$ cat src/ctidd_defines.svh
// register offsets, field positions and reset values of the descriptor decoder
`ifndef CTIDD_DEFINES_SVH
`define CTIDD_DEFINES_SVH

// ****************************************
// register offsets (byte addresses)
// ****************************************
`define CTIDD_OFF_CTRL 8'h00
`define CTIDD_OFF_STATUS 8'h04
`define CTIDD_OFF_SCALE 8'h08
`define CTIDD_OFF_WAIT 8'h0C
`define CTIDD_OFF_RDYBSY 8'h10
`define CTIDD_OFF_RSV 8'h14
`define CTIDD_OFF_IOCNT 8'h18
`define CTIDD_OFF_IOLAST 8'h1C
`define CTIDD_OFF_INT_STAT 8'h20
`define CTIDD_OFF_INT_EN 8'h24
`define CTIDD_OFF_INT_CLR 8'h28

// ****************************************
// field positions
// ****************************************
`define CTIDD_CTRL_START 0
`define CTIDD_CTRL_SEL_IO 1
`define CTIDD_WAIT_LO 0
`define CTIDD_WAIT_HI 1
`define CTIDD_RB_LO 2
`define CTIDD_RB_HI 4
`define CTIDD_RSV_LO 5
`define CTIDD_RSV_HI 7
`define CTIDD_EXT_BIT 7
`define CTIDD_INT_DONE 0
`define CTIDD_INT_ERR 1

// ****************************************
// special values and reset values
// ****************************************
`define CTIDD_WAIT_ABSENT 2'h3
`define CTIDD_RB_ABSENT 3'h7
`define CTIDD_RSV_ABSENT 3'h7
`define CTIDD_IO_GROUP_LAST 2'h2
`define CTIDD_RST_WORD 32'h0000_0000
`define CTIDD_RST_BYTE 8'h00

`endif

$ cat src/ctidd_pkg.sv
// types shared by the descriptor decoder files
package ctidd_pkg;

  typedef enum logic [2:0] {
    CTIDD_IDLE = 3'b000,
    CTIDD_SCALE = 3'b001,
    CTIDD_WAIT = 3'b010,
    CTIDD_RB = 3'b011,
    CTIDD_RSV = 3'b100,
    CTIDD_IO = 3'b101
  } ctidd_state_type;

  typedef logic [7:0] ctidd_byte_type;

endpackage : ctidd_pkg

$ cat src/ctidd_ext_value.sv
// collector for one multi-byte speed value: first byte and byte count
`timescale 1ns/10ps
`include "ctidd_defines.svh"

module ctidd_ext_value (
  input wire logic CLK,
  input wire logic SYS_RST,
  input wire logic CLEAR,
  input wire logic TAKE,
  input wire ctidd_pkg::ctidd_byte_type DATA,
  output logic FINAL,
  output ctidd_pkg::ctidd_byte_type FIRST,
  output logic [7:0] COUNT
);
  import ctidd_pkg::*;

  logic [7:0] count_ff;
  ctidd_byte_type first_ff;

  // last byte of a value is the first one with the extension bit clear
  assign FINAL = ~DATA[`CTIDD_EXT_BIT];
  assign FIRST = (count_ff == 8'h00) ? DATA : first_ff;
  assign COUNT = count_ff + 8'h01;

  always_ff @(posedge CLK) begin
    if (SYS_RST || CLEAR) begin
      count_ff <= `CTIDD_RST_BYTE;
    end else if (TAKE) begin
      // saturate count_ff at 8'hFF; COUNT is count_ff + 8'h01 and so still wraps to 8'h00 there
      count_ff <= (FINAL) ? 8'h00 : ((count_ff == 8'hFF) ? count_ff : count_ff + 8'h01);
    end
  end

  always_ff @(posedge CLK) begin
    if (SYS_RST) begin
      first_ff <= `CTIDD_RST_BYTE;
    end else if (TAKE && count_ff == 8'h00) begin
      first_ff <= DATA;
    end
  end

endmodule : ctidd_ext_value

$ cat src/ctidd_decoder.sv
// timing and i/o-space descriptor decoder with apb register access
//
// The implementer's own choices: the register addresses and the APB interface to the registers.
`timescale 1ns/10ps
`include "ctidd_defines.svh"

// Overview of operation
// - the timing field opens with one scale byte, then unscaled speed-code bytes follow.
// - scale bits 1..0 are the power-of-ten multiplier of the maximum wait time.
// - a wait multiplier of 3 means no wait line and no wait speed bytes.
// - scale bits 4..2 are the power-of-ten multiplier of the maximum busy time.
// - a ready/busy multiplier of 7 means no ready/busy line and no busy-time bytes.
// - scale bits 7..5 are the reserved multiplier, and 7 means no reserved bytes follow.
// - present values are parsed wait, then ready/busy, then reserved, absent ones skipped.
// - the i/o-space field is parsed as groups of three bytes, one address range each.
// - groups continue while the group's continuation flag is set, ending after a clear one.
// - a value keeps taking bytes while bit 7 is set; the first with bit 7 clear ends it.

module ctidd_decoder (
  input wire logic CLK,
  input wire logic SYS_RST,
  input wire logic PSEL,
  input wire logic PENABLE,
  input wire logic PWRITE,
  input wire logic [7:0] PADDR,
  input wire logic [31:0] PWDATA,
  output logic [31:0] PRDATA,
  output logic PREADY,
  output logic PSLVERR,
  input wire logic SRC_VALID,
  input wire ctidd_pkg::ctidd_byte_type SRC_DATA,
  input wire logic SRC_LAST,
  output logic SRC_READY,
  output logic IRQ
);
  import ctidd_pkg::*;

  // ****************************************
  // declarations
  // ****************************************
  ctidd_state_type state_ff;
  ctidd_state_type nxt_state;
  ctidd_byte_type scale_ff;
  logic [15:0] wait_ff;
  logic [15:0] rb_ff;
  logic [15:0] rsv_ff;
  logic [7:0] io_count_ff;
  logic [23:0] io_last_ff;
  logic [1:0] io_idx_ff;
  logic io_cont_ff;
  logic sel_io_ff;
  logic done_ff;
  logic err_ff;
  logic [1:0] int_stat_ff;
  logic [1:0] int_en_ff;
  logic take;
  logic in_value;
  logic val_final;
  ctidd_byte_type val_first;
  logic [7:0] val_count;
  logic finish;
  logic more_due;
  logic early_end;
  logic wr_en;
  logic rd_en;
  logic start;
  logic addr_ok;

  // next present timing field after the given one, idle when none remain
  function automatic ctidd_state_type next_field(input ctidd_state_type from,
                                                 input ctidd_byte_type sc);
    ctidd_state_type res;
    res = CTIDD_IDLE;
    if (from == CTIDD_SCALE && sc[`CTIDD_WAIT_HI:`CTIDD_WAIT_LO] != `CTIDD_WAIT_ABSENT) begin
      res = CTIDD_WAIT;
    end else if ((from == CTIDD_SCALE || from == CTIDD_WAIT) &&
                 sc[`CTIDD_RB_HI:`CTIDD_RB_LO] != `CTIDD_RB_ABSENT) begin
      res = CTIDD_RB;
    end else if (from != CTIDD_RSV && sc[`CTIDD_RSV_HI:`CTIDD_RSV_LO] != `CTIDD_RSV_ABSENT) begin
      res = CTIDD_RSV;
    end
    return res;
  endfunction : next_field

  // ****************************************
  // byte stream handshake
  // ****************************************
  assign SRC_READY = (state_ff != CTIDD_IDLE);
  assign take = SRC_VALID && SRC_READY;
  assign in_value = (state_ff == CTIDD_WAIT) || (state_ff == CTIDD_RB) || (state_ff == CTIDD_RSV);
  assign start = wr_en && PADDR == `CTIDD_OFF_CTRL && PWDATA[`CTIDD_CTRL_START];

  ctidd_ext_value u_value (
    .CLK(CLK),
    .SYS_RST(SYS_RST),
    .CLEAR(start),
    .TAKE(take && in_value),
    .DATA(SRC_DATA),
    .FINAL(val_final),
    .FIRST(val_first),
    .COUNT(val_count)
  );

  // ****************************************
  // parse sequencing
  // ****************************************
  always_comb begin
    nxt_state = state_ff;
    unique case (state_ff)
      CTIDD_IDLE: begin
        if (start) begin
          nxt_state = (PWDATA[`CTIDD_CTRL_SEL_IO]) ? CTIDD_IO : CTIDD_SCALE;
        end
      end
      CTIDD_SCALE: begin
        if (take) begin
          nxt_state = next_field(CTIDD_SCALE, SRC_DATA);
        end
      end
      CTIDD_WAIT, CTIDD_RB, CTIDD_RSV: begin
        if (take && val_final) begin
          nxt_state = next_field(state_ff, scale_ff);
        end
      end
      CTIDD_IO: begin
        if (take && io_idx_ff == `CTIDD_IO_GROUP_LAST && !io_cont_ff) begin
          nxt_state = CTIDD_IDLE;
        end
      end
      default: begin
        nxt_state = CTIDD_IDLE;
      end
    endcase
    // judged before the cut below, or a short source would look complete
    more_due = take && (nxt_state != CTIDD_IDLE);
    if (take && SRC_LAST) begin
      nxt_state = CTIDD_IDLE;
    end
  end

  // source ends while the field still implies more bytes
  assign early_end = take && SRC_LAST && more_due;
  assign finish = (state_ff != CTIDD_IDLE) && (nxt_state == CTIDD_IDLE);

  always_ff @(posedge CLK) begin
    if (SYS_RST) begin
      state_ff <= CTIDD_IDLE;
    end else begin
      state_ff <= nxt_state;
    end
  end

  // ****************************************
  // timing field capture
  // ****************************************
  always_ff @(posedge CLK) begin
    if (SYS_RST) begin
      scale_ff <= `CTIDD_RST_BYTE;
    end else if (take && state_ff == CTIDD_SCALE) begin
      scale_ff <= SRC_DATA;
    end
  end

  // value registers hold {byte count, first speed byte}
  always_ff @(posedge CLK) begin
    if (SYS_RST || (start && !PWDATA[`CTIDD_CTRL_SEL_IO])) begin
      wait_ff <= 16'h0000;
      rb_ff <= 16'h0000;
      rsv_ff <= 16'h0000;
    end else if (take && val_final) begin
      if (state_ff == CTIDD_WAIT) begin
        wait_ff <= {val_count, val_first};
      end
      if (state_ff == CTIDD_RB) begin
        rb_ff <= {val_count, val_first};
      end
      if (state_ff == CTIDD_RSV) begin
        rsv_ff <= {val_count, val_first};
      end
    end
  end

  // ****************************************
  // i/o-space groups
  // ****************************************
  always_ff @(posedge CLK) begin
    if (SYS_RST || start) begin
      io_idx_ff <= 2'h0;
      io_cont_ff <= 1'b0;
      io_count_ff <= `CTIDD_RST_BYTE;
      io_last_ff <= 24'h00_0000;
    end else if (take && state_ff == CTIDD_IO) begin
      io_idx_ff <= (io_idx_ff == `CTIDD_IO_GROUP_LAST) ? 2'h0 : io_idx_ff + 2'h1;
      io_last_ff <= {SRC_DATA, io_last_ff[23:8]};
      if (io_idx_ff == 2'h0) begin
        io_cont_ff <= SRC_DATA[`CTIDD_EXT_BIT];
      end
      if (io_idx_ff == `CTIDD_IO_GROUP_LAST) begin
        io_count_ff <= io_count_ff + 8'h01;
      end
    end
  end

  // ****************************************
  // status and interrupts
  // ****************************************
  always_ff @(posedge CLK) begin
    if (SYS_RST || start) begin
      done_ff <= 1'b0;
      err_ff <= 1'b0;
      sel_io_ff <= (SYS_RST) ? 1'b0 : PWDATA[`CTIDD_CTRL_SEL_IO];
    end else if (finish) begin
      done_ff <= 1'b1;
      err_ff <= early_end;
    end
  end

  // a new event wins over a clear in the same cycle
  always_ff @(posedge CLK) begin
    if (SYS_RST) begin
      int_stat_ff <= 2'h0;
    end else begin
      int_stat_ff <= (int_stat_ff &
                      ~((wr_en && PADDR == `CTIDD_OFF_INT_CLR) ? PWDATA[1:0] : 2'h0)) |
                     {finish && early_end, finish};
    end
  end

  always_ff @(posedge CLK) begin
    if (SYS_RST) begin
      int_en_ff <= 2'h0;
    end else if (wr_en && PADDR == `CTIDD_OFF_INT_EN) begin
      int_en_ff <= PWDATA[1:0];
    end
  end

  assign IRQ = |(int_stat_ff & int_en_ff);

  // ****************************************
  // apb slave, zero wait states
  // ****************************************
  assign addr_ok = (PADDR[1:0] == 2'h0) && (PADDR <= `CTIDD_OFF_INT_CLR);
  assign wr_en = PSEL && PENABLE && PWRITE && addr_ok;
  assign rd_en = PSEL && !PENABLE && !PWRITE;
  assign PREADY = 1'b1;
  assign PSLVERR = PSEL && PENABLE && !addr_ok;

  // read data is registered in setup so it stands through the access phase
  always_ff @(posedge CLK) begin
    if (SYS_RST) begin
      PRDATA <= `CTIDD_RST_WORD;
    end else if (rd_en) begin
      unique case (PADDR)
        `CTIDD_OFF_CTRL: PRDATA <= {30'h0000_0000, sel_io_ff, 1'b0};
        `CTIDD_OFF_STATUS: PRDATA <= {29'h0000_0000, err_ff, done_ff, SRC_READY};
        `CTIDD_OFF_SCALE: PRDATA <= {24'h00_0000, scale_ff};
        `CTIDD_OFF_WAIT: PRDATA <= {16'h0000, wait_ff};
        `CTIDD_OFF_RDYBSY: PRDATA <= {16'h0000, rb_ff};
        `CTIDD_OFF_RSV: PRDATA <= {16'h0000, rsv_ff};
        `CTIDD_OFF_IOCNT: PRDATA <= {24'h00_0000, io_count_ff};
        `CTIDD_OFF_IOLAST: PRDATA <= {8'h00, io_last_ff};
        `CTIDD_OFF_INT_STAT: PRDATA <= {30'h0000_0000, int_stat_ff};
        `CTIDD_OFF_INT_EN: PRDATA <= {30'h0000_0000, int_en_ff};
        default: PRDATA <= `CTIDD_RST_WORD;
      endcase
    end
  end

  // ****************************************
  // assertions
  // ****************************************
  a_idle_no_ready: assert property (@(posedge CLK) disable iff (SYS_RST)
    state_ff == CTIDD_IDLE |-> !SRC_READY) else $error("ready raised while idle");

  a_wait_skipped: assert property (@(posedge CLK) disable iff (SYS_RST)
    take && state_ff == CTIDD_SCALE && SRC_DATA[1:0] == 2'h3 |=> state_ff != CTIDD_WAIT)
    else $error("wait value parsed although absent");

  a_rb_skipped: assert property (@(posedge CLK) disable iff (SYS_RST)
    state_ff == CTIDD_RB |-> scale_ff[`CTIDD_RB_HI:`CTIDD_RB_LO] != `CTIDD_RB_ABSENT)
    else $error("busy value parsed although absent");

  a_all_absent: assert property (@(posedge CLK) disable iff (SYS_RST)
    take && state_ff == CTIDD_SCALE && SRC_DATA == 8'hFF |=> state_ff == CTIDD_IDLE && done_ff)
    else $error("timing field did not end after scale byte");

  a_wait_first: assert property (@(posedge CLK) disable iff (SYS_RST)
    take && state_ff == CTIDD_SCALE && SRC_DATA[1:0] != 2'h3 && !SRC_LAST
    |=> state_ff == CTIDD_WAIT) else $error("wait value not parsed first");

  a_order_kept: assert property (@(posedge CLK) disable iff (SYS_RST)
    state_ff == CTIDD_RSV |=> state_ff != CTIDD_WAIT && state_ff != CTIDD_RB)
    else $error("timing values out of order");

  a_ext_continue: assert property (@(posedge CLK) disable iff (SYS_RST)
    take && in_value && SRC_DATA[7] && !SRC_LAST |=> $stable(state_ff))
    else $error("value ended on a byte with bit 7 set");

  a_io_group_end: assert property (@(posedge CLK) disable iff (SYS_RST)
    take && state_ff == CTIDD_IO && io_idx_ff == 2'h2 && !io_cont_ff
    |=> state_ff == CTIDD_IDLE && io_count_ff == $past(io_count_ff) + 8'h01)
    else $error("i/o field did not end after last group");

  a_io_three: assert property (@(posedge CLK) disable iff (SYS_RST)
    take && state_ff == CTIDD_IO && io_idx_ff != 2'h2 |=> $stable(io_count_ff))
    else $error("group counted before its third byte");

  a_early_error: assert property (@(posedge CLK) disable iff (SYS_RST)
    take && SRC_LAST && state_ff == CTIDD_IO && io_idx_ff == 2'h0 |=> err_ff ##1 int_stat_ff[1])
    else $error("early end not flagged");

endmodule : ctidd_decoder

$ cat config.mk
export PLATFORM = sky130hd
export DESIGN_NAME = ctidd_decoder
export DESIGN_NICKNAME = d
export VERILOG_FILES = /design/src/ctidd_pkg.sv /design/src/ctidd_ext_value.sv /design/src/ctidd_decoder.sv
export VERILOG_INCLUDE_DIRS = /design/src
export SDC_FILE = /design/constraint.sdc
export NUM_CORES = 1
export LEC_CHECK = 0
export BUFFER_PORTS_ARGS = -buffer_cell sky130_fd_sc_hd__buf_2
export CAP_MARGIN = 15
export CORE_MARGIN = 2
export CORE_UTILIZATION = 57
export CTS_CLUSTER_DIAMETER = 40
export DETAILED_ROUTE_END_ITERATION = 10
export PLACE_DENSITY = 0.8
export SLEW_MARGIN = 20
export SYNTH_ARGS = -nofsm -noshare
export SYNTH_HDL_FRONTEND = slang
export SYNTH_HIERARCHICAL = 1
export SYNTH_SLANG_ARGS = --single-unit
$ cat constraint.sdc
create_clock -name CLK -period 2.6 [get_ports CLK]
set_input_delay 0.52 -clock CLK [delete_from_list [all_inputs] [get_ports CLK]]
set_output_delay 0.52 -clock CLK [all_outputs]
set_load 0.01 [all_outputs]
-- Word level (Yosys, flattened, before mapping)
Cells that the tools add are included.
- reduce and logical (&&, ||, !) cells: 54
- add/subtract/negate cells: 3
- order comparisons: 1
- muxes and demuxes: 19
- eq/ne operators: 25
- bitwise logic cells: 5
- operator list (cell ; count):
    $pmux W24 S10 ; 1
    $mux W3 ; 12
    $eq A8 B5 Y1 const B ; 4
    $logic_and A1 B1 Y1 ; 28
    $eq A8 B6 Y1 const B ; 3
    $mux W8 ; 3
    $add A8 B1 Y8 const B ; 2
    $eq A8 B4 Y1 const B ; 2
    $logic_not A8 Y1 ; 2
    $ne A3 B3 Y1 const B ; 5
    $pmux W3 S4 ; 1
    $reduce_and A2 Y1 ; 6
    $eq A8 B3 Y1 const B ; 1
    $eq A8 B8 Y1 const B ; 1
    $le A8 B6 Y1 const B ; 1
    $eq A3 B2 Y1 const B ; 2
    $eq A3 B3 Y1 const B ; 2
    $logic_not A3 Y1 ; 2
    $ne A2 B2 Y1 const B ; 3
    $reduce_bool A3 Y1 ; 2
    $logic_not A1 Y1 ; 5
    $logic_or A1 B1 Y1 ; 5
    $and A2 B2 Y2 ; 2
    $logic_not A2 Y1 ; 2
    9 further kinds ; 10
- bits of input ports: 55
- logic and storage cells: 124
- register bits: 149

-- Longest topological paths before layout
Gate-level depths: netlist of run 1.
- depth in word-level cells: 12
- depth in mapped cells: 8
- mapped depth without buffers: 7

-- By module
Netlist of run 1, hierarchy kept.
- by module, submodules not included (module ; area each (um^2) ; cells each ; instances):
    ctidd_decoder ; 5521.5 ; 664 ; 1
    ctidd_ext_value ; 933.4 ; 102 ; 1

-- Worst setup path before layout of run 1
OpenSTA, ideal clock, no wires.
- kind: input to register
- from: input port PADDR[4]
- to: register sel_io_ff, enable pin
- arrival time: 1970 ps
- cell stages on the path: 6
- required time: 2306 ps
- path slack: 336 ps
- cells stage by stage: buf_6 -> or4_4 -> nor4_4 -> or2_2 -> buf_6 -> buf_6
- longest elaborated chain between the ends: 6
- elaborated cells between the ends (all ways): 7
- classes of those cells: order compare (1); reduce/logical (6)
- ends and longest elaborated chain (what ; RTL line ; text):
    start, declared ; ctidd_decoder.sv:25 ; input wire logic [7:0] PADDR,
    $le A8 B6 Y1 (no line) ; -- ;
    $logic_and A1 B1 Y1 ; ctidd_decoder.sv:242 ; assign addr_ok = (PADDR[1:0] == 2'h0) && (PADDR <= `CTIDD_OFF_INT_CLR);
    $logic_and A1 B1 Y1 ; ctidd_decoder.sv:243 ; assign wr_en = PSEL && PENABLE && PWRITE && addr_ok;
    $logic_and A1 B1 Y1 (no line) (*) ; -- ;
    $logic_and A1 B1 Y1 (*) ; ctidd_decoder.sv:91 ; assign start = wr_en && PADDR == `CTIDD_OFF_CTRL && PWDATA[`CTIDD_CTRL_START];
    named net start ; ctidd_decoder.sv:66 ; logic start;
    $logic_or A1 B1 Y1 (*) ; ctidd_decoder.sv:208 ; if (SYS_RST || start) begin
    end signal, assigned ; ctidd_decoder.sv:211 ; sel_io_ff <= (SYS_RST) ? 1'b0 : PWDATA[`CTIDD_CTRL_SEL_IO];
    end, declared ; ctidd_decoder.sv:51 ; logic sel_io_ff;
Mark *: on every way through the listed nets, which the timed path passes. The rest lies on a longest branch.
A chain may end at the register's enable or synchronous reset.

-- Worst setup path in the final report of run 1
- from: register state_ff[0]
- to: register io_count_ff[3]
- longest elaborated chain between the ends: 4
- elaborated cells between the ends (all ways): 5
- classes of those cells: eq/ne (1); reduce/logical (4)
- ends and longest elaborated chain (what ; RTL line ; text):
    start, declared ; ctidd_decoder.sv:41 ; ctidd_state_type state_ff;
    start signal, assigned ; ctidd_decoder.sv:149 ; state_ff <= nxt_state;
    $reduce_bool A3 Y1 ; ctidd_decoder.sv:88 ; assign SRC_READY = (state_ff != CTIDD_IDLE);
    $logic_and A1 B1 Y1 ; ctidd_decoder.sv:89 ; assign take = SRC_VALID && SRC_READY;
    $logic_and A1 B1 Y1 (*) ; ctidd_decoder.sv:192 ; end else if (take && state_ff == CTIDD_IO) begin
    $reduce_and A2 Y1 (no line) (*) ; -- ;
    end signal, assigned ; ctidd_decoder.sv:190 ; io_count_ff <= `CTIDD_RST_BYTE;
    end signal, assigned ; ctidd_decoder.sv:199 ; io_count_ff <= io_count_ff + 8'h01;
    end, declared ; ctidd_decoder.sv:47 ; logic [7:0] io_count_ff;
Every way passes the cells marked *; elsewhere a longest branch is shown, timed or not.

==> reports/metrics.cfg, run 1 <==
[critical_path]
crit_arrival_ns = 2.52
path_class = register to register
crit_buf_inv = 0
slowest_delay_ns = 0.69
cp-start-kind = register
crit_path_top_delay_cell = nor3b_1
cp.required_ns = 2.92
worstPathMaxFanout = 16
worst_path_dominant_cell_family = simple AND/OR/NAND/NOR gates
cp-end-kind = register
worstPathCellList = nand4b_1 -> nor3b_1 -> nand4_1 -> xor2_1 -> nor2_1

[cells_and_area]
diodes = 0
nNetsFinal = 868
drive_above_1_share = 0.187
syn2layout_area_growth_pct = 14.7
fin_util = 0.677
fin_area_um2 = 7400

[timing]
period_share = 0.848
rsz0062_at_grt = no
finalMaxSlewViolations = 0
worst_pin_slew_ns = 0.701
fin_setup_tns_ns = 0
skew_ns = 0.00599
max_freq_mhz = 453
finalSetupViolations = 0
fin_crit_ns = 2.21
maxSlewHeadroom = 0.531
hold_violations = 0

[floorplanning]
die_area_um2 = 12200
io_pins = 91
die_x_um = 110
start_util = 0.590
rows = 38
core_um2 = 10900
die_h_um = 110

[logic_synthesis]
syn_area_um2 = 6450
ys_types = 74
synth.largest_area_cell = dfxtp_1
ys_seq_area_frac = 0.439
synth_cells = 766
synth_edf_count = 1
async_flop_share = 0
synth_flop_cell = dfxtp_1
syn_avg_cell_area_um2 = 8.43
yosysWarnings = 6
synth-seq-cells = 141
yosys-top-cells-area = dfxtp_1 43%, nand2_1 11%, a21oi_1 6.2%, a21oi_2 2.7%, nor2_1 2.7%
yosysTopAreaCellShare = 0.434

[placed_design]
hpwl_mm = 12.3
gp_congestion = 0.907
place_area_um2 = 6810
numPortBuffers = 51

[pwr]
vdd_drop_max_mv = 0.578
finalPower_mw = 4.76
power.static_leakage_nw = 2.72
p_per_area_nw_per_um2 = 643

[clocking]
cts_buffer_depth = 2
path_clk_slew_ns = 0.06
clock_sinks = 141
cts_buffers = 17
cts_hold_buffers = 0
cts_resized = 0
clock_latency_ns = 0.43
cts_tree = done
htreeDepth = 4
post_cts_buffers = 0
root_buffer = clkbuf_16

[worst_hold_path]
hold_class = input pin to register

[global_routing]
track_usage = 0.292
grt_pass1_wl_mm = 28.3
grt-ovfl-total = 0
grt_pass1_vias = 5622
antenna_found_initial = 0
grt_max_degree = 49

[route]
routed_via_density = 6.28
wl_per_cell_um = 18.7
drtIter0Drc = 755
via_count = 6050
firstDrtPassIters = 8
ant_nets = 0
drc = 0
drt-total-wl_mm = 18.0

[run_status]
status = finished clean

[flow_run]
maxCapViolCount = 0

==> state kept, by name, indices dropped and copies added (netlist names) <==
signal,cells
u_value/count_ff,8
wait_ff,16
sel_io_ff,1
PRDATA,24
int_en_ff,2
io_count_ff,8
err_ff,1
rsv_ff,16
io_cont_ff,1
scale_ff,8
io_idx_ff,2
done_ff,1
int_stat_ff,2
u_value/first_ff,8
state_ff,3
io_last_ff,24
rb_ff,16
==> worst paths after layout <==
path,startpoint,to,slack [ns],cells past startpoint
setup / recovery,state_ff[0]$_SDFF_PP0_,io_count_ff[3]$_SDFFE_PP0P_,0.39,5
hold / removal,PWDATA[0],int_en_ff[0]$_SDFFE_PP0P_,0.37,3
setup reg to reg,state_ff[0]$_SDFF_PP0_,io_count_ff[3]$_SDFFE_PP0P_,0.39,5
hold reg to reg,PRDATA[11]$_SDFFE_PP0P_,PRDATA[11]$_SDFFE_PP0P_,0.45,1
==> layout by cell type, fill, tap and decap left out, drive strengths merged, types with 13 or more instances in the layout <==
| master | n |
|---|---|
| mux2i | 13 |
| nand2 | 194 |
| a22oi | 18 |
| clkbuf | 20 |
| inv | 14 |
| a21oi | 100 |
| nand3 | 15 |
| nor2 | 47 |
| buf | 77 |
| o21ai | 13 |
| a22o | 14 |
| dfxtp | 140 |
==> Yosys cell counts, types with 4 or more instances <==
cell type	n
mux2i_1	13
and2_1	4
nand3_1	13
nor3_1	7
xor2_1	9
a21oi_1	80
inv_1	12
a222oi_1	8
buf_6	5
nor3b_1	4
a22oi_1	18
buf_4	10
a22o_1	14
xnor2_1	4
and3_1	5
nor2_1	46
nor4_1	4
clkbuf_1	29
nand2_1	194
mux2_2	8
a21oi_2	20
dfxtp_1	140
o21a_1	4
o21ai_0	11
a21o_1	8
a31oi_1	4
nand4_1	8
buf_2	11
==> where the power goes <==
| group | total [mW] | internal [mW] | leakage [nW] | switching [mW] |
|---|---|---|---|---|
| clock | 2.43 | 1.47 | 0.282 | 0.954 |
| sequential | 2.17 | 2.16 | 1.14 | 0.000552 |
| combinational | 0.171 | 0.0511 | 1.30 | 0.120 |
==> metal layers <==
| metal | vias to the layer above | part of all wire | global-route usage |
|---|---|---|---|
| li1 | 2762 | - | - |
| met1 | 2927 | 0.40 | 0.386 |
| met2 | 314 | 0.46 | 0.451 |
| met3 | 47 | 0.11 | 0.0812 |
| met4 | 0 | 0.027 | 0.119 |
| met5 | - | 0 | 0 |
==> cells by family (layout without fill, tap and decap cells) <==
group | count (synthesis) | after routing | synth area share
DFF | 141 | 141 | 0.439
AOI/OAI and AO/OA | 196 | 196 | 0.206
xor gates and xnor gates | 13 | 13 | 0.0176
adders and majority gates | 3 | 3 | 0.00582
buffers and inverters | 71 | 121 | 0.0587
and+or+nand+nor | 316 | 316 | 0.228
muxes | 24 | 24 | 0.0446
other | 2 | 9 | 0.00116
==> worst reg2reg max path, stage by stage (launching register included) <==
cell	delay, ns
dfxtp_1	0.61
nand4b_1	0.38
nor3b_1	0.69
nand4_1	0.19
xor2_1	0.17
nor2_1	0.06
==> area by class of cell <==
type                       instances  area, µm²
clock buffer                      20        458
clock inverter                    12        136
fill                             854       3530
inverter                          12       45.0
multi-input combinational        561       3270
sequential                       141       2830
tap                              140        175
timing repair buffer              77        488
==> per-stage QoR <==
stage,worst slack [ns],std cells,hold slack [ns]
global route,0.284,963,0.383
global placement,0.205,931,0.429
finish,0.395,963,0.367
CTS,0.478,963,0.363
floorplan,0.336,773,0.431
detailed placement,0.185,931,0.436
Power figures use the tool's default switching activity.
==> run 2: changes to the inputs <==
--- a/config.mk
+++ b/config.mk
@@ -6,13 +6,14 @@
 export SDC_FILE = /design/constraint.sdc
 export NUM_CORES = 1
 export LEC_CHECK = 0
+export ABC_AREA = 1
 export BUFFER_PORTS_ARGS = -buffer_cell sky130_fd_sc_hd__buf_2
 export CAP_MARGIN = 15
 export CORE_MARGIN = 2
-export CORE_UTILIZATION = 57
+export CORE_UTILIZATION = 52
 export CTS_CLUSTER_DIAMETER = 40
 export DETAILED_ROUTE_END_ITERATION = 10
-export PLACE_DENSITY = 0.8
+export PLACE_DENSITY = 0.77
 export SLEW_MARGIN = 20
 export SYNTH_ARGS = -nofsm -noshare
 export SYNTH_HDL_FRONTEND = slang
==> constraint.sdc (replaced) <==
create_clock -name CLK -period 1.8 [get_ports CLK]
set_input_delay 0.36 -clock CLK [delete_from_list [all_inputs] [get_ports CLK]]
set_output_delay 0.36 -clock CLK [all_outputs]
set_load 0.01 [all_outputs]
==> reports/metrics.cfg, run 2 <==
[logic_synthesis]
synthAdderAreaFrac = 0.00558
yosysTopAreaCellShare = 0.416
synth.area.mux_share = 0
yosys.area_share.simple = 0.321
ys_types = 44
synth-xor-area-share = 0.00390
synth_most_common_cell = nand2_1
synth_compound_area_frac = 0.154
synth.largest_area_cell = dfxtp_1
synth_edf_count = 1
async_flop_share = 0
yosysWarnings = 6
synth_cells = 966
synth_flop_cell = dfxtp_1
yosys-top-cells-area = dfxtp_1 42%, nand2_1 15%, a21oi_1 10%, nand3_1 4.5%, nor2_1 4.5%
synth_common_cells = 276 x nand2_1, 140 x dfxtp_1, 137 x a21oi_1, 81 x nor2_1, 70 x inv_1
syn_area_um2 = 6730
ys_seq_area_frac = 0.421
synth_top_family_by_area = simple AND/OR/NAND/NOR gates
syn_avg_cell_area_um2 = 6.97
synth-seq-cells = 141

[critical_path]
worstPathMaxFanout = 32
crit_path_top_delay_cell = dfxtp_1
worstPathCellList = inv_1 -> ha_1 -> nand4_2 -> nor2_4 -> buf_12 -> nor2_1 -> a21oi_2 -> nand3_1 -> a21oi_1
crit_arrival_ns = 2.04
cp.required_ns = 2.15
worst_path_dominant_cell_family = simple AND/OR/NAND/NOR gates
cp-start-kind = register
crit_buf_inv = 2
path_class = register to register
slowest_delay_ns = 0.33
cp-end-kind = register

[timing]
hold_violations = 0
max_freq_mhz = 591
worst_pin_slew_ns = 0.733
finalMaxSlewViolations = 0
fin_crit_ns = 1.69
finalSetupViolations = 0
maxSlewHeadroom = 0.511
period_share = 0.940
fin_setup_tns_ns = 0
skew_ns = 0.00509
rsz0062_at_grt = yes

[route]
drt-total-wl_mm = 18.0
wl_per_cell_um = 14.7
ant_nets = 0
drtIter0Drc = 535
via_count = 6577
drc = 0
routed_via_density = 5.36
firstDrtPassIters = 5

[placed_design]
numPortBuffers = 51
hpwl_mm = 12.6
gp_congestion = 0.926
dp_cells = 1195

[cells_and_area]
diodes = 0
mostFrequentLayoutCells = 275 x nand2_1, 138 x dfxtp_1, 133 x a21oi_1
syn2layout_area_growth_pct = 19.1
stdcell_count = 1227
drive_above_1_share = 0.180
reg_top3 = PRDATA (24), io_last_ff (24)
nNetsFinal = 1100
layout_commonest_cell = nand2_1
fin_util = 0.635

[clocking]
cts_buffer_depth = 2
cts_hold_buffers = 0
clock_latency_ns = 0.42
cts_buffers = 17
clock_sinks = 141
path_clk_slew_ns = 0.06
htreeDepth = 4
cts_tree = done
root_buffer = clkbuf_16
post_cts_buffers = 0

[global_routing]
track_usage = 0.263
antenna_found_initial = 0
grt_pass1_vias = 5917
grt-ovfl-total = 0
grt_pass1_wl_mm = 29.3
grt_max_degree = 49

[worst_hold_path]
hold_class = input pin to register

[flow_run]
maxCapViolCount = 0

[run_status]
status = finished clean

[floorplanning]
core_um2 = 12600
rows = 41
io_pins = 91
die_area_um2 = 13900
start_util = 0.533
die_x_um = 118
die_h_um = 118

[pwr]
p_per_area_nw_per_um2 = 839
finalPower_mw = 6.73
power.static_leakage_nw = 3.29
vdd_drop_max_mv = 0.953

==> run 2: cell count changes in the layout (fill, tap and decap cells not counted), sizes merged, moves of 8 or more <==
| cell | previous run | this run |
|---|---|---|
| a21o | 9 | 0 |
| a21oi | 100 | 139 |
| a222oi | 8 | 0 |
| a22o | 14 | 3 |
| a22oi | 18 | 0 |
| buf | 77 | 104 |
| inv | 14 | 82 |
| mux2 | 8 | 0 |
| mux2i | 13 | 0 |
| nand2 | 194 | 282 |
| nand3 | 15 | 66 |
| nand4 | 9 | 26 |
| nor2 | 47 | 94 |
| o21ai | 13 | 42 |
==> run 2: worst register-to-register path, cell delays in order (launching register included) <==
cell	delay, ns
dfxtp_1	0.33
inv_1	0.08
ha_1	0.17
nand4_2	0.15
nor2_4	0.13
buf_12	0.19
nor2_1	0.07
a21oi_2	0.21
nand3_1	0.13
a21oi_1	0.16
==> run 2: power breakdown <==
group,internal (mW),switching (mW)
Combinational,0.0726,0.167
Sequential,3.13,0.000769
Clock,2.02,1.34
Total,5.22,1.50
==> run 2: timing repair <==
item | in CTS | in global routing
setup endpoints to repair | 0 | 24
gates resized for setup | 0 | 14
hold endpoints to repair | 0 | 0
==> run 2: layer usage <==
layer  GRT usage  part of all wire  vias up
met4       0.134             0.045        0
met5           0                 0        -
met2       0.424              0.47      206
met1       0.331              0.43     3035
li1            -                 -     3289
met3      0.0567             0.062       47
==> run 2: area by class of cell <==
cell class                 instances  area [µm²]
inverter                          81         310
multi-input combinational        697        3350
sequential                       141        2840
fill                            1154        4600
clock buffer                      20         437
tap                              172         215
clock inverter                    12         120
timing repair buffer             104         753
==> run 2: final timing paths <==
path / startpoint / end / slack [ns] / cells past startpoint
worst max-delay path: u_value/count_ff[0]$_SDFFE_PP0P_ / rsv_ff[1]$_SDFFE_PP0P_ / 0.11 / 9
worst min-delay path: SRC_DATA[2] / io_last_ff[18]$_SDFFE_PP0P_ / 0.27 / 3
worst max register to register: u_value/count_ff[0]$_SDFFE_PP0P_ / rsv_ff[1]$_SDFFE_PP0P_ / 0.11 / 9
worst min register to register: rb_ff[3]$_SDFFE_PP0P_ / rb_ff[3]$_SDFFE_PP0P_ / 0.46 / 2
==> run 2: kinds of logic after synthesis <==
group	count (synthesis)
compound gates	196
xor+xnor	3
fa+ha+maj	3
buf+inv	135
flops	141
other cells	2
simple gates	486
==> run 2: metrics by stage <==
| step | hold slack [ns] | area (µm²) | setup slack [ns] |
|---|---|---|---|
| detailed placement | 0.452 | 7410 | -0.189 |
| global placement | 0.448 | 7410 | -0.152 |
| CTS | 0.256 | 7970 | 0.0240 |
| global route | 0.268 | 8020 | -0.00242 |
| finish | 0.265 | 8020 | 0.108 |
| floorplan | 0.438 | 6760 | 0.136 |
==> run 3: changes to the inputs <==
--- a/config.mk
+++ b/config.mk
@@ -9,11 +9,13 @@
 export ABC_AREA = 1
 export BUFFER_PORTS_ARGS = -buffer_cell sky130_fd_sc_hd__buf_2
 export CAP_MARGIN = 15
+export CELL_PAD_IN_SITES_DETAIL_PLACEMENT = 1
+export CELL_PAD_IN_SITES_GLOBAL_PLACEMENT = 1
 export CORE_MARGIN = 2
-export CORE_UTILIZATION = 52
+export CORE_UTILIZATION = 37
 export CTS_CLUSTER_DIAMETER = 40
 export DETAILED_ROUTE_END_ITERATION = 10
-export PLACE_DENSITY = 0.77
+export PLACE_DENSITY = 0.76
 export SLEW_MARGIN = 20
 export SYNTH_ARGS = -nofsm -noshare
 export SYNTH_HDL_FRONTEND = slang
==> constraint.sdc (replaced) <==
create_clock -name CLK -period 1.4 [get_ports CLK]
set_input_delay 0.28 -clock CLK [delete_from_list [all_inputs] [get_ports CLK]]
set_output_delay 0.28 -clock CLK [all_outputs]
set_load 0.01 [all_outputs]
==> reports/metrics.cfg, run 3 (synthesis results as in run 2) <==
[run_status]
status = complete, but fails checks
violations = setup timing

[critical_path]
cp.required_ns = 1.72
crit_buf_inv = 5
worst_path_dominant_cell_family = simple AND/OR/NAND/NOR gates
worstPathMaxFanout = 4
reg2reg_depth = 12
r2r_start = state_ff[0]$_SDFF_PP0_
slowest_delay_ns = 0.39
cp-end-kind = register
worstPathCellList = buf_12 -> inv_8 -> nor3_4 -> nand2_4 -> clkinv_4 -> nand2_4 -> clkinv_4 -> nand4_4 -> nor2_4 -> buf_4 -> xor2_1 -> nor2_1
path_class = register to register
crit_path_top_delay_cell = dfxtp_4
crit_arrival_ns = 2.13
reg2reg_slack_ns = -0.41
cp-start-kind = register
r2r_end = io_count_ff[5]$_SDFFE_PP0P_

[cells_and_area]
syn2layout_area_growth_pct = 60.6
reg_top3 = PRDATA (24), io_last_ff (24)
mostFrequentLayoutCells = 206 x nand2_1, 138 x buf_4, 131 x dfxtp_1
layout_commonest_cell = nand2_1
nNetsFinal = 1245
nFillCells = 2125
multi_input_area_um2 = 4340
drive_above_1_share = 0.454
regArea_um2 = 2850

[floorplanning]
die_h_um = 139
rows = 49
start_util = 0.376
io_pins = 91
core_um2 = 17900
die_area_um2 = 19300
die_x_um = 139

[clocking]
clock_sinks = 141
root_buffer = clkbuf_16
cts_tree = done
clock_latency_ns = 0.44
htreeDepth = 4
cts_buffers = 17
cts_buffer_depth = 2
cts_hold_buffers = 0
path_clk_slew_ns = 0.07

[pwr]
seqPwrFrac = 0.419
power.static_leakage_nw = 4.39
internal-power_mw = 7.18
vdd_drop_max_mv = 0.897
p_comb_frac = 0.050
p_clk_frac = 0.531
p_per_area_nw_per_um2 = 886
switching_share = 0.250
p_switching_mw = 2.40

[timing]
fin_crit_ns = 1.81
finalSetupViolations = 125
rsz0062_at_grt = yes
hold_slack_ns = 0.239
fin_setup_tns_ns = -26.60
setup_slack_ns = -0.414
skew_ns = 0.0164
hold_violations = 0
period_share = 1.30
max_freq_mhz = 551
finalMaxSlewViolations = 0

[worst_hold_path]
min-delay-start = SYS_RST
min_to = int_stat_ff[1]$_SDFF_PP0_
hold_depth = 3
hold_class = input pin to register

[global_routing]
antenna_found_initial = 2
grt_pass1_wl_mm = 42.3
grt_pass1_vias = 7737
grt-ovfl-total = 0
track_usage = 0.277
grt_max_degree = 36

[route]
drt-total-wl_mm = 35.3
firstDrtPassIters = 5
drc = 0
drtIter0Drc = 828
wl_per_cell_um = 24.7
routed_via_density = 5.89
ant_nets = 0
via_count = 8427

[placed_design]
pre_cts_slack_ns = -0.424
gp_congestion = 0.848
hpwl_mm = 16.7
numPortBuffers = 51

[flow_run]
maxCapViolCount = 0

==> run 3: cell count changes in the layout (fill, tap and decap cells not counted), moves of 32 or more <==
| cell | previous run | this run |
|---|---|---|
| buf_4 | 45 | 138 |
| nand2_1 | 275 | 206 |
| a21oi_1 | 133 | 75 |
| a21oi_2 | 6 | 59 |
| nand2_2 | 3 | 45 |
| buf_6 | 0 | 32 |
==> run 3: layer usage <==
layer  GRT usage  wire length [µm]  vias to the layer above
met2       0.484             17200                      491
li1            -                 -                     3597
met5           0                90                        -
met1       0.340             13300                     4153
met4      0.0946              1910                        4
met3      0.0559              2720                      182
==> run 3: power by group through the flow <==
stage	logic (mW)	clock network, mW	registers, mW
CTS	0.412	4.98	4.01
floorplan	0.210	0	4.11
detailed placement	0.396	0	4.11
finish	0.478	5.08	4.01
global placement	0.390	0	4.11
global route	0.495	5.23	4.01
==> run 3: worst register-to-register path, stage by stage, from the launching register on <==
cell and delay, ns:
dfxtp_4 0.39, buf_12 0.13, inv_8 0.05, nor3_4 0.21, nand2_4 0.13, clkinv_4 0.09, nand2_4 0.06, clkinv_4 0.07
nand4_4 0.09, nor2_4 0.16, buf_4 0.13, xor2_1 0.16, nor2_1 0.05
==> run 3: repair_timing <==
action | in CTS | in global routing
setup endpoints to repair | 113 | 133
gates cloned | 5 | 6
gates resized for setup | 130 | 184
pin swaps | 40 | 104
buffers inserted | 14 | 51
==> run 3: through the flow <==
stage                      util  total power [mW]  cells  cell area [µm²]
final                     0.604              9.57   1430            10800
after floorplan               -              4.32    973             7050
after CTS                 0.543              9.41   1379             9710
after detailed placement  0.466              4.50   1330             8350
after global placement    0.466              4.50   1330             8350
after global routing      0.604              9.73   1429            10800
==> run 3: layout make-up <==
class                   count  area share
diodes                      1    0.000231
clock buffers              17      0.0393
clock inverters            15      0.0193
inverters                  81      0.0355
multi-input cells         697       0.401
flip-flops and latches    141       0.264
well taps                 229      0.0265
repair buffers            249       0.214
==> run 3: worst max path at each step <==
stage                           start                           to  slack, ns  cells after the start
2_1_floorplan  state_ff[0]$_SDFF_PP0_          err_ff$_SDFFE_PP0P_      -0.13                     14
3_3_place_gp                 PADDR[1]       rb_ff[14]$_SDFFE_PP0P_      -0.38                      9
3_5_place_dp                 PADDR[1]    int_stat_ff[0]$_SDFF_PP0_      -0.42                     11
4_1_cts        state_ff[1]$_SDFF_PP0_    int_stat_ff[0]$_SDFF_PP0_      -0.24                     11
5_1_grt        state_ff[0]$_SDFF_PP0_  io_count_ff[5]$_SDFFE_PP0P_      -0.47                     12
6_report       state_ff[0]$_SDFF_PP0_  io_count_ff[5]$_SDFFE_PP0P_      -0.41                     12
